--- src/rtl/pfd_pkg.sv ---
// shared code-group constants, states and carrier types of the frame delimiter
package pfd_pkg;

    // one 8b/10b code-group before encoding: control flag plus octet
    typedef struct packed {
        logic       k;
        logic [7:0] d;
    } pfd_cg_t;

    // code-groups used on the line side
    localparam pfd_cg_t CG_K28_5 = {1'b1, 8'hbc};  // comma
    localparam pfd_cg_t CG_D21_5 = {1'b0, 8'hb5};  // config type one
    localparam pfd_cg_t CG_D2_2  = {1'b0, 8'h42};  // config type two
    localparam pfd_cg_t CG_D5_6  = {1'b0, 8'hc5};  // correcting idle
    localparam pfd_cg_t CG_D16_2 = {1'b0, 8'h50};  // preserving idle
    localparam pfd_cg_t CG_EXT   = {1'b1, 8'hf7};  // carrier extend
    localparam pfd_cg_t CG_SOP   = {1'b1, 8'hfb};  // start of packet
    localparam pfd_cg_t CG_EOP   = {1'b1, 8'hfd};  // end of packet
    localparam pfd_cg_t CG_ERR   = {1'b1, 8'hfe};  // error propagation

    // client side byte values
    localparam logic [7:0] PFD_PREAMBLE = 8'h55;
    localparam logic [7:0] PFD_FRM_EXT  = 8'h0f;

    // configuration set word indices
    localparam logic [1:0] CFG_COMMA = 2'h0;
    localparam logic [1:0] CFG_TYPE  = 2'h1;
    localparam logic [1:0] CFG_LO    = 2'h2;
    localparam logic [1:0] CFG_HI    = 2'h3;

    typedef enum logic [2:0] {TX_IDLE, TX_CFG, TX_SOP, TX_DATA, TX_EXT} pfd_tx_st_t;
    typedef enum logic [1:0] {RX_IDLE, RX_DATA, RX_T, RX_TR} pfd_rx_st_t;

    // gmii receive bundle
    typedef struct packed {
        logic [7:0] rxd;
        logic       dv;
        logic       er;
    } pfd_gmii_rx_t;

    // whole state of the block
    typedef struct packed {
        pfd_tx_st_t   tx;
        logic         odd;       // position of the code-group now chosen
        logic         first_idle;
        logic         ext_more;  // a second extend still owed
        logic [1:0]   cfg_idx;
        logic         cfg_two;   // current set is type two
        pfd_cg_t      tx_cg;
        pfd_rx_st_t   rx;
        pfd_gmii_rx_t gmii_rx;
    } pfd_state_t;

endpackage

--- src/rtl/pfd_top.sv ---
// 1000base-x frame delimiter: gmii to ordered sets and back
//
// Function
// - during configuration the transmitter alternates type one and type two sets.
// - each set is comma, type character, then the two config register bytes.
// - idles are comma plus D5.6 (correcting) or comma plus D16.2 (preserving).
// - extend, start, end and error are the single K23.7, K27.7, K29.7, K30.7 groups.
// - the idle comma sits in an even position and its second character in an odd one.
// - enable rising in an even position with cfg_en_i low sends start of packet for the first preamble byte.
// - enable rising in an odd position sends D16.2 then start of packet for the second byte.
// - a received start of packet becomes one preamble byte on the client side.
// - the receiver never recreates the preamble byte dropped on an odd start.
// - the first cycle with enable low after a frame sends end of packet at once.
// - the even/odd alignment set at start of packet holds through end of packet.
// - end of packet in an even position is followed by exactly one extend.
// - end of packet in an odd position is followed by exactly two extends.
// - the idle right after the extends is correcting if disparity is positive and enable stays low, else preserving.
// - end, extend, extend received gives one cycle of receive error with data 0x0F.
`timescale 1ns/10ps
`default_nettype none

module pfd_top
    import pfd_pkg::*;
(
    // clock and reset
    input  wire logic     clk_i,
    input  wire logic     rst_i,
    // gmii transmit from the mac
    input  wire logic [7:0] gmii_txd_i,
    input  wire logic     gmii_tx_en_i,
    input  wire logic     gmii_tx_er_i,
    // control from auto-negotiation and the encoder
    input  wire logic     cfg_en_i,
    input  wire logic [15:0] cfg_reg_i,
    input  wire logic     rd_pos_i,
    // line side
    output logic [8:0]    tx_cg_o,
    input  wire logic [8:0] rx_cg_i,
    // gmii receive to the mac
    output logic [7:0]    gmii_rxd_o,
    output logic          gmii_rx_dv_o,
    output logic          gmii_rx_er_o
);

    pfd_state_t st_q;
    pfd_state_t st_d;
    pfd_cg_t    rx_cg;

    assign rx_cg = pfd_cg_t'(rx_cg_i);

    // second character of an idle, chosen by disparity only right after a frame
    function automatic pfd_cg_t idle_second(input logic first, input logic rd_pos);
        idle_second = (first && rd_pos) ? CG_D5_6 : CG_D16_2;
    endfunction

    // next state: transmit and receive engines side by side
    always_comb begin
        st_d          = st_q;
        st_d.odd      = ~st_q.odd;  // alternates every group, frames included
        st_d.gmii_rx.er = 1'b0;
        // transmit engine
        unique case (st_q.tx)
            TX_IDLE: begin
                if (!st_q.odd) begin
                    st_d.tx_cg = CG_K28_5;
                    if (cfg_en_i) begin
                        st_d.tx         = TX_CFG;
                        st_d.cfg_idx    = CFG_TYPE;
                        st_d.first_idle = 1'b0;
                    end
                    if (gmii_tx_en_i && !cfg_en_i) begin
                        st_d.tx_cg      = CG_SOP;
                        st_d.tx         = TX_DATA;
                        st_d.first_idle = 1'b0;
                    end
                end else if (gmii_tx_en_i) begin
                    // idle must be finished first; this preamble byte is lost
                    st_d.tx_cg      = CG_D16_2;
                    st_d.tx         = TX_SOP;
                    st_d.first_idle = 1'b0;
                end else begin
                    st_d.tx_cg      = idle_second(st_q.first_idle, rd_pos_i);
                    st_d.first_idle = 1'b0;
                end
            end
            TX_CFG: begin
                unique case (st_q.cfg_idx)
                    CFG_COMMA: st_d.tx_cg = CG_K28_5;
                    CFG_TYPE:  st_d.tx_cg = st_q.cfg_two ? CG_D2_2 : CG_D21_5;
                    CFG_LO:    st_d.tx_cg = {1'b0, cfg_reg_i[7:0]};
                    CFG_HI:    st_d.tx_cg = {1'b0, cfg_reg_i[15:8]};
                endcase
                st_d.cfg_idx = st_q.cfg_idx + 2'h1;
                if (st_q.cfg_idx == CFG_HI) begin
                    st_d.cfg_two = ~st_q.cfg_two;
                    // sets are never cut short; leave only on a set boundary
                    if (!cfg_en_i) st_d.tx = TX_IDLE;
                end
            end
            TX_SOP: begin
                st_d.tx_cg = CG_SOP;
                st_d.tx    = TX_DATA;
            end
            TX_DATA: begin
                if (!gmii_tx_en_i) begin
                    st_d.tx_cg    = CG_EOP;
                    st_d.tx       = TX_EXT;
                    st_d.ext_more = st_q.odd;
                end else begin
                    st_d.tx_cg = gmii_tx_er_i ? CG_ERR : {1'b0, gmii_txd_i};
                end
            end
            TX_EXT: begin
                st_d.tx_cg    = CG_EXT;
                st_d.ext_more = 1'b0;
                if (!st_q.ext_more) begin
                    st_d.tx         = TX_IDLE;
                    st_d.first_idle = 1'b1;
                end
            end
            default: st_d.tx = TX_IDLE;
        endcase
        // receive engine
        unique case (st_q.rx)
            RX_IDLE: begin
                st_d.gmii_rx.dv = 1'b0;
                if (rx_cg == CG_SOP) begin
                    // only the start group becomes preamble, nothing else is restored
                    st_d.gmii_rx.rxd = PFD_PREAMBLE;
                    st_d.gmii_rx.dv  = 1'b1;
                    st_d.rx          = RX_DATA;
                end
            end
            RX_DATA: begin
                if (rx_cg == CG_EOP) begin
                    st_d.gmii_rx.dv = 1'b0;
                    st_d.rx         = RX_T;
                end else begin
                    st_d.gmii_rx.rxd = rx_cg.d;
                    st_d.gmii_rx.er  = (rx_cg == CG_ERR);
                end
            end
            RX_T: st_d.rx = (rx_cg == CG_EXT) ? RX_TR : RX_IDLE;
            RX_TR: begin
                st_d.rx = RX_IDLE;
                if (rx_cg == CG_EXT) begin
                    st_d.gmii_rx.rxd = PFD_FRM_EXT;
                    st_d.gmii_rx.er  = 1'b1;
                end
            end
        endcase
    end

    // single state register
    always_ff @(posedge clk_i) begin
        if (rst_i) begin
            st_q            <= '0;
            st_q.tx         <= TX_IDLE;
            st_q.rx         <= RX_IDLE;
            st_q.tx_cg      <= CG_D16_2;
        end else begin
            st_q <= st_d;
        end
    end

    // outputs straight from the state register
    assign tx_cg_o      = st_q.tx_cg;
    assign gmii_rxd_o   = st_q.gmii_rx.rxd;
    assign gmii_rx_dv_o = st_q.gmii_rx.dv;
    assign gmii_rx_er_o = st_q.gmii_rx.er;

    // position of the group now on tx_cg_o is the opposite of the one being chosen
    logic out_even;
    assign out_even = st_q.odd;
endmodule // pfd_top

`default_nettype wire

--- config.mk ---
export PLATFORM = sky130hd
export DESIGN_NAME = pfd_top
export DESIGN_NICKNAME = d
export VERILOG_FILES = /design/src/rtl/pfd_pkg.sv /design/src/rtl/pfd_top.sv
export SDC_FILE = /design/constraint.sdc
export NUM_CORES = 1
export LEC_CHECK = 0
export BUFFER_PORTS_ARGS = -buffer_cell sky130_fd_sc_hd__buf_2
export CORE_MARGIN = 4
export CORE_UTILIZATION = 56
export DETAILED_ROUTE_END_ITERATION = 16
export PLACE_DENSITY = 0.9
export SKIP_CTS_REPAIR_TIMING = 1
export SLEW_MARGIN = 20
export SYNTH_ARGS = -nofsm -noshare
export SYNTH_HDL_FRONTEND = slang
export SYNTH_SLANG_ARGS = --single-unit
--- constraint.sdc ---
create_clock -name clk_i -period 2.7 [get_ports clk_i]
set_input_delay 0.27 -clock clk_i [delete_from_list [all_inputs] [get_ports clk_i]]
set_output_delay 0.27 -clock clk_i [all_outputs]
set_load 0.01 [all_outputs]
---- Word-level counts from Yosys, hierarchy flattened ----
Cells that the tools add are included.
storage, ports and cells
  RAM bits ................................ 0
  bits in read-only memories .............. 0
  bits in registers ....................... 30
  logic and storage cells ................. 101
  latch bits .............................. 0
  memories kept ........................... 0
operators by class
  bitwise operators ....................... 2
  shift operators ......................... 0
  mux-type cells .......................... 40
  $mul .................................... 0
  divide/modulo/power cells ............... 0
  $lt $le $gt $ge ......................... 0
  equal/unequal tests ..................... 26
  $add $sub $neg .......................... 1
  reductions and logical operators ........ 20
operators by type and width
  cell                number
  $pmux 9 s5          1
  $mux 8              5
  $eq 9x9->1 const B  4
  $pmux 9 s4          1
  $mux 9              3
  $mux 3              8
  $pmux 8 s3          1
  $ne 2x2->1 const B  10
  $pmux 3 s5          1
  $mux 11             1
  $eq 2x2->1 const B  4
  $mux 1              8
  $mux 2              4
  $pmux 1 s2          4
  $pmux 2 s4          1
  $reduce_and 2->1    4
  $reduce_bool 2->1   4
  $mux 7              1
  $eq 3x2->1 const B  2
  $reduce_and 3->1    2
  $reduce_and 6->1    1
  $reduce_bool 5->1   1
  $eq 2x1->1 const B  2
  $logic_not 2->1     2
  other kinds (12)    14

---- Depth between registers and ports, before layout ----
Gate-level depths: netlist (run 1).
  depth in word-level cells ............... 5
  depth in mapped cells ................... 7
  depth with buffers taken out ............ 6

---- Worst setup path after synthesis (run 1) ----
Ideal clock, no wire load.
  path kind ............................... input to register
  from .................................... input port rx_cg_i[2]
  to ...................................... register st_q (netlist bit gmii_rxd_o[1])
  setup slack ............................. 0.969 ns
  stages .................................. 5
  data required time ...................... 2.579 ns
  path buffers ............................ 1
  data arrival time ....................... 1.610 ns
  path through ............................ buf_2 > inv_1 > or4_4 > a22oi_4 > mux2_4
between the ends
  cells in the longest elaborated chain, start to end .. 3
RTL lines
  element                               RTL line                                        source
  start: declaration                    pfd_top.sv:38                                   input wire logic [8:0] rx_cg_i,
  $eq 9x9->1, on equally long branches  pfd_top.sv:146, pfd_top.sv:127, pfd_top.sv:135
  $ne 2x2->1 (no source line)           n/a
  $reduce_and 4->1 (no source line) *   n/a
  end signal: assignment                pfd_top.sv:162                                  st_q <= st_d;
  end: declaration                      pfd_top.sv:45                                   pfd_state_t st_q;
Mark *: on every way between the ends. The rest lies on a longest branch, timed or not.
A chain may end at the register's enable or synchronous reset.

---- Final worst setup path (run 1) ----
  from .................................... register st_q[27] (netlist bit)
  to ...................................... register st_q[28] (netlist bit)
between the ends
  cells in the longest elaborated chain, start to end .. 3
RTL lines
  element                                              RTL line       source
  $eq 3x1->1 (tied with other cells)                   pfd_top.sv:62  unique case (st_q.tx)
  $ne 2x2->1 (no source line) (tied with other cells)  n/a
  $reduce_and 6->1 (no source line)                    n/a
Parallel ways exist; a longest one is shown, timed or not.

==> results.ini, run 1 <==
[cts]
clk_latency_ps = 320
cts_tree = yes
clkTransAtPathRegs_ps = 90
cts.path.max_buffers = 2
h-tree-depth = 2
numCtsBuffers = 5
clkSinkCount = 30
cts_root_buf = clkbuf_4

[sta]
slew_headroom = 0.5412
min_period_over_period = 0.7029
rsz0062_at_grt = false
holdWs_ps = 241.3
setup_viol = 0
max_freq_mhz = 526.9
hold_viol_final = 0
layout_min_cycle_time_ps = 1898
tns_ps = 0
drv_slew = 0
worst_slew_pin_slew_ps = 687.3
fin_skew_ps = 8.331

[synthesis]
yosysTopAreaCell = dfxtp_1
syn_inst = 249
ys_types = 50
ys_ff_latch = 30
synth.top_cell.area_share = 0.3067
async_flop_share = 0
synth_edf_count = 0
yosysWarnings = 0
synth.yosys.seq_area_share = 0.3067
avgSynthCellArea_sq_um = 7.864
syn_nets = 293
yosys-top-cells-area = dfxtp_1 (31%), buf_4 (6.9%), o21ai_0 (5.1%)
yosys_most_used_dff = dfxtp_1
synth_area_sq_mm = 0.001958

[drt]
drt_pass1_iterations = 5
drt_wl_total_um = 4679
via_per_inst = 5.896
wl_per_cell_um = 14.35
post-route-drc-count = 0
num_vias = 1922
postRouteAntennaNets = 0
first_iter_violations = 183

[worst_setup_path]
r2r_slack_ps = 800
cpMaxStageDelayCell = dfxtp_1
worstPathArrival_ps = 2120
critPathLaunchType = flop
crit_family = compound AO/OA/AOI/OAI gates
r2r-start = st_q[27]$_SDFFE_PP0P_
r2r-end = st_q[28]$_SDFFE_PP0P_
crit_chain = nor2b_1 > o211ai_1 > o21a_1 > a221oi_1
r2r_cells = 4
worst_path_largest_cell_delay_ps = 670
path_max_fanout = 19
required_ps = 2930
critPathKind = flop to flop
critPathBufInv = 0
cp-end-kind = flop

[grt]
grt_pass1_vias = 1738
antenna_found_initial = 0
grt_max_degree = 24
grt_overflow = 0
grt_pass1_wl_um = 7472
grt_use_total = 0.2105

[final_layout]
finalNonFillerCells = 326
syn_to_final_growth_pct = 13.10
fin_util = 0.6585
n_antenna_cell = 0
drive_gt1_frac = 0.2750
finalNetCount = 323

[power]
p_switching_uw = 437.3
p_comb_frac = 0.273
seqPwrFrac = 0.396
p_total_uw = 1406
worst_ir_drop_vdd_uv = 363.8
clkPwrFrac = 0.332
power_density_mw_per_mm2 = 635.0
swShare = 0.3110
internal-power_uw = 968.9
leakage_uw = 0.0009110

[die]
io_pins = 58
std_cell_rows = 21
die_area_sq_mm = 0.004506
core-area_sq_mm = 0.003363
start_util = 0.5822
die_h_um = 67.13
dieWidth_um = 67.13

[min_path]
whs_endpoint = tx_cg_o[4]$_SDFFE_PP1P_
hold_depth = 3
hold_class = input pin to flop
hp-start = gmii_txd_i[4]

[place]
place_hpwl_um = 3502
port_buffers = 57
gp_congestion = 0.9143
dp.cells = 318

[job]
max_cap_viol_count = 0

[outcome]
outcome = finished clean

-- power groups by stage --
stage	logic (uW)	clock network (uW)	registers [uW]
floorplan	345	0	519
global placement	371	0	560
detailed placement	376	0	565
CTS	378	478	554
global route	421	502	566
finish	384	466	556
-- layout by cell type (no fill, tap or decap), types with 3 or more instances in the layout --
master and n:
inv_1 9, a21oi_1 14, nand4b_1 3, nand3_1 6, clkbuf_4 5, nand3b_1 3
o211ai_1 3, nand2b_1 13, a31oi_1 5, nor2b_1 6, a22oi_1 5, or2_2 4
dfxtp_1 30, a221oi_1 4, nand2_1 14, o21ai_0 20, nor2_1 26, ha_1 5
nor3_1 4, buf_2 57, nor4_1 3, mux2i_1 4
-- layer usage --
metal / wire (um) / share of wire / track usage
met1: 2070 / 0.44 / 0.2727
met2: 2202 / 0.47 / 0.3325
met3: 375 / 0.080 / 0.05491
met4: 29 / 0.0062 / 0.08354
met5: 0 / 0 / 0
-- per-stage QoR --
| step | area, sq um | setup slack (ps) |
|---|---|---|
| floorplan | 1958 | 968.9 |
| detailed placement | 2103 | 812.7 |
| CTS | 2215 | 874.5 |
| global placement | 2103 | 870.7 |
| finish | 2215 | 802.2 |
| global route | 2215 | 683.9 |
-- logic make-up (layout without fill, tap and decap cells) --
logic type | Yosys count | in the layout | share of synthesized area
flip-flops | 30 | 30 | 0.3067
multiplexers | 6 | 6 | 0.03578
adder cells (fa/ha/maj) | 5 | 5 | 0.03195
AO/OA/AOI/OAI | 75 | 75 | 0.2639
buffers and inverters | 43 | 74 | 0.1182
AND/OR/NAND/NOR | 90 | 90 | 0.2435
-- worst min-delay path, stage by stage --
cell and delay (ps):
buf_2 80, a31oi_1 70, o311ai_0 100
-- synthesized netlist by cell type (3+ instances only) --
cell / count
or2_2: 4
a221oi_1: 4
nand3b_1: 3
ha_1: 5
nor2_1: 26
nand3_1: 6
dfxtp_1: 30
nor4_1: 3
inv_1: 9
o21ai_0: 20
mux2i_1: 4
nand2b_1: 13
a31oi_1: 5
buf_4: 18
a21oi_1: 14
nor3_1: 4
nand4b_1: 3
nand2_1: 14
nor2b_1: 6
o211ai_1: 3
a22oi_1: 5
clkbuf_1: 14
-- registers in the layout (all words and copies together) (netlist names) --
signal / flops
gmii_rxd_o: 8
out_even: 1
gmii_rx_er_o: 1
st_q: 10
gmii_rx_dv_o: 1
tx_cg_o: 9
-- worst max path at each step --
stage	startpoint	end	slack, ps	cells past startpoint
after floorplan	rx_cg_i[2]	gmii_rxd_o[1]$_SDFFE_PP0P_	970	5
after global placement	rx_cg_i[3]	gmii_rxd_o[1]$_SDFFE_PP0P_	870	5
after detailed placement	rx_cg_i[3]	gmii_rxd_o[1]$_SDFFE_PP0P_	810	5
after CTS	st_q[27]$_SDFFE_PP0P_	st_q[27]$_SDFFE_PP0P_	870	4
after global routing	st_q[27]$_SDFFE_PP0P_	st_q[28]$_SDFFE_PP0P_	680	4
final	st_q[27]$_SDFFE_PP0P_	st_q[28]$_SDFFE_PP0P_	800	4
-- layout make-up --
| class | count | area (sq um) |
|---|---|---|
| sequential | 30 | 600.6 |
| multi-input combinational | 176 | 1126 |
| timing repair buffer | 57 | 285.3 |
| clock inverter | 2 | 60.06 |
| tap | 46 | 57.56 |
| inverter | 9 | 33.78 |
| clock buffer | 6 | 51.30 |
| fill | 295 | 1149 |
No activity file was read; power rests on OpenSTA's default activity.
==> run 2, diff against run 1 <==
--- a/config.mk
+++ b/config.mk
@@ -7,9 +7,9 @@
 export LEC_CHECK = 0
 export BUFFER_PORTS_ARGS = -buffer_cell sky130_fd_sc_hd__buf_2
 export CORE_MARGIN = 4
-export CORE_UTILIZATION = 56
+export CORE_UTILIZATION = 52
 export DETAILED_ROUTE_END_ITERATION = 16
-export PLACE_DENSITY = 0.9
+export PLACE_DENSITY = 0.84
 export SKIP_CTS_REPAIR_TIMING = 1
 export SLEW_MARGIN = 20
 export SYNTH_ARGS = -nofsm -noshare
==> constraint.sdc (replaced) <==
create_clock -name clk_i -period 1.8 [get_ports clk_i]
set_input_delay 0.18 -clock clk_i [delete_from_list [all_inputs] [get_ports clk_i]]
set_output_delay 0.18 -clock clk_i [all_outputs]
set_load 0.01 [all_outputs]
==> run 2 against run 1 <==
  * The flow now finishes with violations (negative setup slack)
  * Routed wire length grew 6.4%
  * Critical path depth grew 2
  * Clock skew shrank 3.2 ps
  * Register-to-register slack lost 810 ps
  * Non-clock buffer count grew 8
  * Flip-flop and latch count is the same
  * Sequential share of layout area shrank 0.38 points
  * First-iteration DRC count shrank 3.3%
  * Critical endpoint is now tx_cg_o[0]$_SDFFE_PP0P_
  * Largest power group unchanged
==> results.ini, run 2 (synthesis gave the netlist of run 1 again) <==
[final_layout]
drive_gt1_frac = 0.2892  ; +0.01420
n_antenna_cell = 0  ; unchanged
layout_commonest_cell = buf_2
finalNetCount = 331  ; +2.5%
top_register = st_q
final_cell_mix = buf_2 (57), dfxtp_1 (30), nor2_1 (26)
fin_area_sq_mm = 0.002246  ; +1.4%
syn_to_final_growth_pct = 14.70
largest_register_ffs = 10  ; unchanged
n_fill_cell = 353  ; +20%

[worst_setup_path]
critPathLaunchType = flop
r2r-start = st_q[22]$_SDFFE_PP0P_
cp_num_cells = 6  ; +2
crit_chain = inv_1 > ha_2 > a22oi_1 > a211oi_1 > nor3_1 > a2111oi_1
cpMaxStageDelayCell = a2111oi_1
worstPathArrival_ps = 1940  ; -180 ps
cp-end-kind = flop
critPathBufInv = 1  ; +1
worst_path_largest_cell_delay_ps = 460  ; -210 ps
critPathKind = flop to flop
r2r_slack_ps = -8  ; -810 ps
r2r-end = tx_cg_o[0]$_SDFFE_PP0P_
required_ps = 1930  ; -1000 ps
crit_family = compound AO/OA/AOI/OAI gates
critPathLaunch = st_q[22]$_SDFFE_PP0P_
r2r_cells = 6  ; +2
path_max_fanout = 8  ; -11

[drt]
via_per_inst = 5.773  ; -2.1%
first_iter_violations = 177  ; -3.3%
wl_per_cell_um = 14.86  ; +3.5%
drt_pass1_iterations = 5  ; unchanged
num_vias = 1934  ; +0.62%
drt_wl_total_um = 4978  ; +6.4%
post-route-drc-count = 0  ; unchanged
postRouteAntennaNets = 0  ; unchanged

[cts]
clk_latency_ps = 270  ; -50 ps
numCtsBuffers = 5  ; unchanged
clkSinkCount = 30  ; unchanged
cts_tree = yes
cts.path.max_buffers = 2  ; unchanged
cts_root_buf = clkbuf_8
h-tree-depth = 2  ; unchanged
clkTransAtPathRegs_ps = 60  ; -30 ps

[place]
port_buffers = 57  ; unchanged
place_area_sq_mm = 0.002166  ; +3.0%
pre_cts_ws_ps = 57.21  ; -755.5 ps
gp_congestion = 0.9472  ; +3.6%
place_hpwl_um = 3701  ; +5.7%

[die]
die_h_um = 69.37  ; +3.3%
core-area_sq_mm = 0.003661  ; +8.9%
die_area_sq_mm = 0.004812  ; +6.8%
io_pins = 58  ; unchanged
start_util = 0.5349  ; -0.04736
std_cell_rows = 22  ; +4.8%
dieWidth_um = 69.37  ; +3.3%

[sta]
worst_slew_pin_slew_ps = 608.2  ; -79.08 ps
slew_headroom = 0.5908  ; +0.04961
layout_min_cycle_time_ps = 1808  ; -89.68 ps
fin_skew_ps = 5.116  ; -3.215 ps
setup_viol = 1  ; +1
rsz0062_at_grt = true
drv_slew = 0  ; unchanged
max_freq_mhz = 553.0  ; +5.0%
setup_ws_ps = -8.163  ; -810.3 ps
min_period_over_period = 1.005  ; +0.3016
hold_viol_final = 0  ; unchanged

[grt]
grt_pass1_vias = 1797  ; +3.4%
grt_max_degree = 24  ; unchanged
grt_pass1_wl_um = 7976  ; +6.7%
antenna_found_initial = 0  ; unchanged
grt_overflow = 0  ; unchanged
grt_use_total = 0.1992  ; -0.01130

[min_path]
hold_class = input pin to flop
hp-start = gmii_txd_i[4]
hold_depth = 3  ; unchanged
whs_endpoint = tx_cg_o[4]$_SDFFE_PP1P_

[outcome]
violations = negative setup slack
outcome = complete, but fails checks

[job]
max_cap_viol_count = 0  ; unchanged

[power]
leakage_uw = 0.0009297  ; +2.0%
power_density_mw_per_mm2 = 870.9  ; +37%
worst_ir_drop_vdd_uv = 524.7  ; +44%

run 2: worst max-delay path by stage:
stage                                       endpoint  slack [ps]
after floorplan           gmii_rxd_o[1]$_SDFFE_PP0P_         160
after global placement       tx_cg_o[0]$_SDFFE_PP0P_         130
after detailed placement     tx_cg_o[0]$_SDFFE_PP0P_          60
after CTS                    tx_cg_o[0]$_SDFFE_PP0P_          40
after global routing         tx_cg_o[0]$_SDFFE_PP0P_         -90
final                        tx_cg_o[0]$_SDFFE_PP0P_          -8
run 2: area by class of cell:
cell class	count	area, sq um	area share
repair buffers	65	345.3	0.1538
inverters	9	33.78	0.01504
flip-flops and latches	30	600.6	0.2674
multi-input cells	176	1130	0.5031
well taps	48	60.06	0.02674
clock buffers	7	76.32	0.03398
run 2: power breakdown:
part	internal, uW	leakage, uW	total, uW	switching, uW
Clock	265	0.0000383	486	220
Sequential	735	0.000245	815	80.2
Combinational	283	0.000646	655	372
Total	1280	0.000930	1960	673
run 2: worst min-delay path: cells and delay by family:
| family | cells | cell delay [ps] |
|---|---|---|
| AOI/OAI and AO/OA | 2 | 150 |
| buffers and inverters | 1 | 80 |
run 2: layer usage:
metal,up-vias,track usage,part of all wire
li1,962,-,-
met1,895,0.2571,0.45
met2,69,0.3263,0.47
met3,8,0.05217,0.067
met4,0,0.05640,0.011
met5,-,0,0
run 2: through the flow:
step / util / setup TNS (ps) / hold WS [ps] / power [uW] / instances
final: 0.6135 / -8.163 / 181.8 / 1956 / 335
after global routing: 0.6135 / -93.99 / 210.5 / 2060 / 335
after CTS: 0.6124 / 0 / 180.1 / 1946 / 335
after detailed placement: 0.5916 / 0 / 449.9 / 1462 / 328
after global placement: 0.5916 / 0 / 443.3 / 1446 / 328
after floorplan: - / 0 / 308.3 / 1296 / 249
==> run 3, diff against run 2 <==
--- a/config.mk
+++ b/config.mk
@@ -6,7 +6,6 @@
 export NUM_CORES = 1
 export LEC_CHECK = 0
 export BUFFER_PORTS_ARGS = -buffer_cell sky130_fd_sc_hd__buf_2
-export CORE_MARGIN = 4
 export CORE_UTILIZATION = 52
 export DETAILED_ROUTE_END_ITERATION = 16
 export PLACE_DENSITY = 0.84
==> run 3 against run 2 <==
  * The flow now finishes without violations
  * Critical endpoint is now tx_cg_o[2]$_SDFFE_PP0P_
  * Critical path depth is 2 lower
  * Global-route usage up 5.6 points
  * Via count rose by 0.72%
  * Hold slack improved by 6.1 ps
  * Largest cell class unchanged
  * Die area decreased by 17%
  * Clock power grew 15%
==> results.ini, run 3 (synthesis gave the netlist of run 1 again) <==
[grt]
grt_overflow = 0  ; unchanged
grt_max_degree = 24  ; unchanged
grt_pass1_wl_um = 8059  ; +1.0%
grt_use_total = 0.2554  ; +0.05626
antenna_found_initial = 0  ; unchanged
grt_pass1_vias = 1794  ; -0.17%

[drt]
first_iter_violations = 144  ; -19%
post-route-drc-count = 0  ; unchanged
num_vias = 1948  ; +0.72%
drt_pass1_iterations = 4  ; -1
drt_wl_total_um = 4835  ; -2.9%
via_per_inst = 5.850  ; +1.3%
postRouteAntennaNets = 0  ; unchanged
wl_per_cell_um = 14.52  ; -2.3%

[sta]
worst_slew_pin_slew_ps = 620.8  ; +12.58 ps
slew_headroom = 0.5856  ; -0.005216
fin_skew_ps = 6.363  ; +1.247 ps
setup_viol = 0  ; -1
min_period_over_period = 0.9244  ; -0.08010
max_freq_mhz = 601.0  ; +8.7%
setup_ws_ps = 136.0  ; +144.2 ps
hold_viol_final = 0  ; unchanged
layout_min_cycle_time_ps = 1664  ; -144.2 ps
rsz0062_at_grt = false
tns_ps = 0  ; +8.163 ps
drv_slew = 0  ; unchanged

[worst_setup_path]
required_ps = 1970  ; +40 ps
crit_path_end = tx_cg_o[2]$_SDFFE_PP0P_
critPathKind = flop to flop
worstPathArrival_ps = 1840  ; -100 ps
r2r-end = tx_cg_o[2]$_SDFFE_PP0P_
r2r_cells = 4  ; -2
path_max_fanout = 19  ; +11
critPathLaunchType = flop
r2r_slack_ps = 140  ; +140 ps
r2r-start = st_q[29]$_SDFFE_PP0P_
critPathLaunch = st_q[29]$_SDFFE_PP0P_
cp-end-kind = flop

[die]
die_area_sq_mm = 0.004015  ; -17%
die_h_um = 63.37  ; -8.6%
dieWidth_um = 63.37  ; -8.6%
io_pins = 58  ; unchanged
std_cell_rows = 21  ; -4.5%
start_util = 0.5646  ; +0.02971
core-area_sq_mm = 0.003468  ; -5.3%

[power]
power_density_mw_per_mm2 = 891.3  ; +2.3%
worst_ir_drop_vdd_uv = 529.6  ; +0.93%
leakage_uw = 0.0009315  ; +0.20%

[final_layout]
final_cell_mix = buf_2 (57), dfxtp_1 (30), nor2_1 (26)
largest_register_ffs = 10  ; unchanged
layout_commonest_cell = buf_2
n_antenna_cell = 0  ; unchanged
multiInputGateArea_sq_mm = 0.001131  ; +0.11%
drive_gt1_frac = 0.2962  ; +0.006969
syn_to_final_growth_pct = 15.02
top_register = st_q
finalNetCount = 330  ; -0.30%
n_fill_cell = 323  ; -8.5%
seqCellArea_sq_um = 600.6  ; unchanged

[outcome]
outcome = finished clean

[place]
port_buffers = 57  ; unchanged
place_hpwl_um = 3570  ; -3.5%
pre_cts_ws_ps = 71.37  ; +14.16 ps
gp_congestion = 0.9300  ; -1.8%

[cts]
h-tree-depth = 2  ; unchanged
cts.path.max_buffers = 2  ; unchanged
clkTransAtPathRegs_ps = 70  ; about the same
clk_latency_ps = 280  ; about the same
clkSinkCount = 30  ; unchanged
cts_tree = yes
numCtsBuffers = 5  ; unchanged
cts_root_buf = clkbuf_8

[min_path]
hold_class = input pin to flop

[job]
max_cap_viol_count = 0  ; unchanged

==> run 3: metal layers <==
metal	wire (um)	global-route usage	part of all wire
met3	312	0.05072	0.065
met5	0	0	0
met4	55	0.07955	0.011
met1	2224	0.3189	0.46
met2	2242	0.4362	0.46
==> run 3: layout make-up <==
type | count | share of cell area
multi-input cells | 176 | 0.5022
flip-flops and latches | 30 | 0.2667
repair buffers | 64 | 0.1500
clock buffers | 7 | 0.03833
well taps | 46 | 0.02556
inverters | 9 | 0.01500
clock inverters | 1 | 0.002222
==> run 3: worst min-delay path by stage <==
stage,from,to,cells after the start
after floorplan,rx_cg_i[1],gmii_rx_er_o$_SDFF_PP0_,2
after global placement,gmii_rxd_o[0]$_SDFFE_PP0P_,gmii_rxd_o[0]$_SDFFE_PP0P_,2
after detailed placement,gmii_rxd_o[6]$_SDFFE_PP0P_,gmii_rxd_o[6]$_SDFFE_PP0P_,2
after CTS,rx_cg_i[1],gmii_rx_er_o$_SDFF_PP0_,3
after global routing,rx_cg_i[1],gmii_rx_er_o$_SDFF_PP0_,3
final,rx_cg_i[2],gmii_rx_er_o$_SDFF_PP0_,3
==> run 3: stage by stage <==
| step | std cells | util | hold WS (ps) | area [sq um] | total power, uW |
|---|---|---|---|---|---|
| final | 333 | 0.6494 | 188.0 | 2252 | 2007 |
| after global routing | 333 | 0.6494 | 205.3 | 2252 | 2115 |
| after CTS | 333 | 0.6479 | 186.6 | 2247 | 2005 |
| after detailed placement | 325 | 0.6216 | 454.5 | 2156 | 1451 |
| after global placement | 325 | 0.6216 | 440.8 | 2156 | 1440 |
| after floorplan | 249 | - | 308.3 | 1958 | 1296 |
==> run 3: power by group <==
group          internal, uW  leakage (uW)  switching, uW
clock network           308     0.0000482            253
registers               735      0.000245           64.1
logic                   281      0.000638            367
==> run 3: worst max-delay path, cell delays in order (launching register included) <==
cell and delay [ps]:
dfxtp_1 710, o21ai_1 360, o21ai_0 280, a31oi_1 80, o31a_1 120
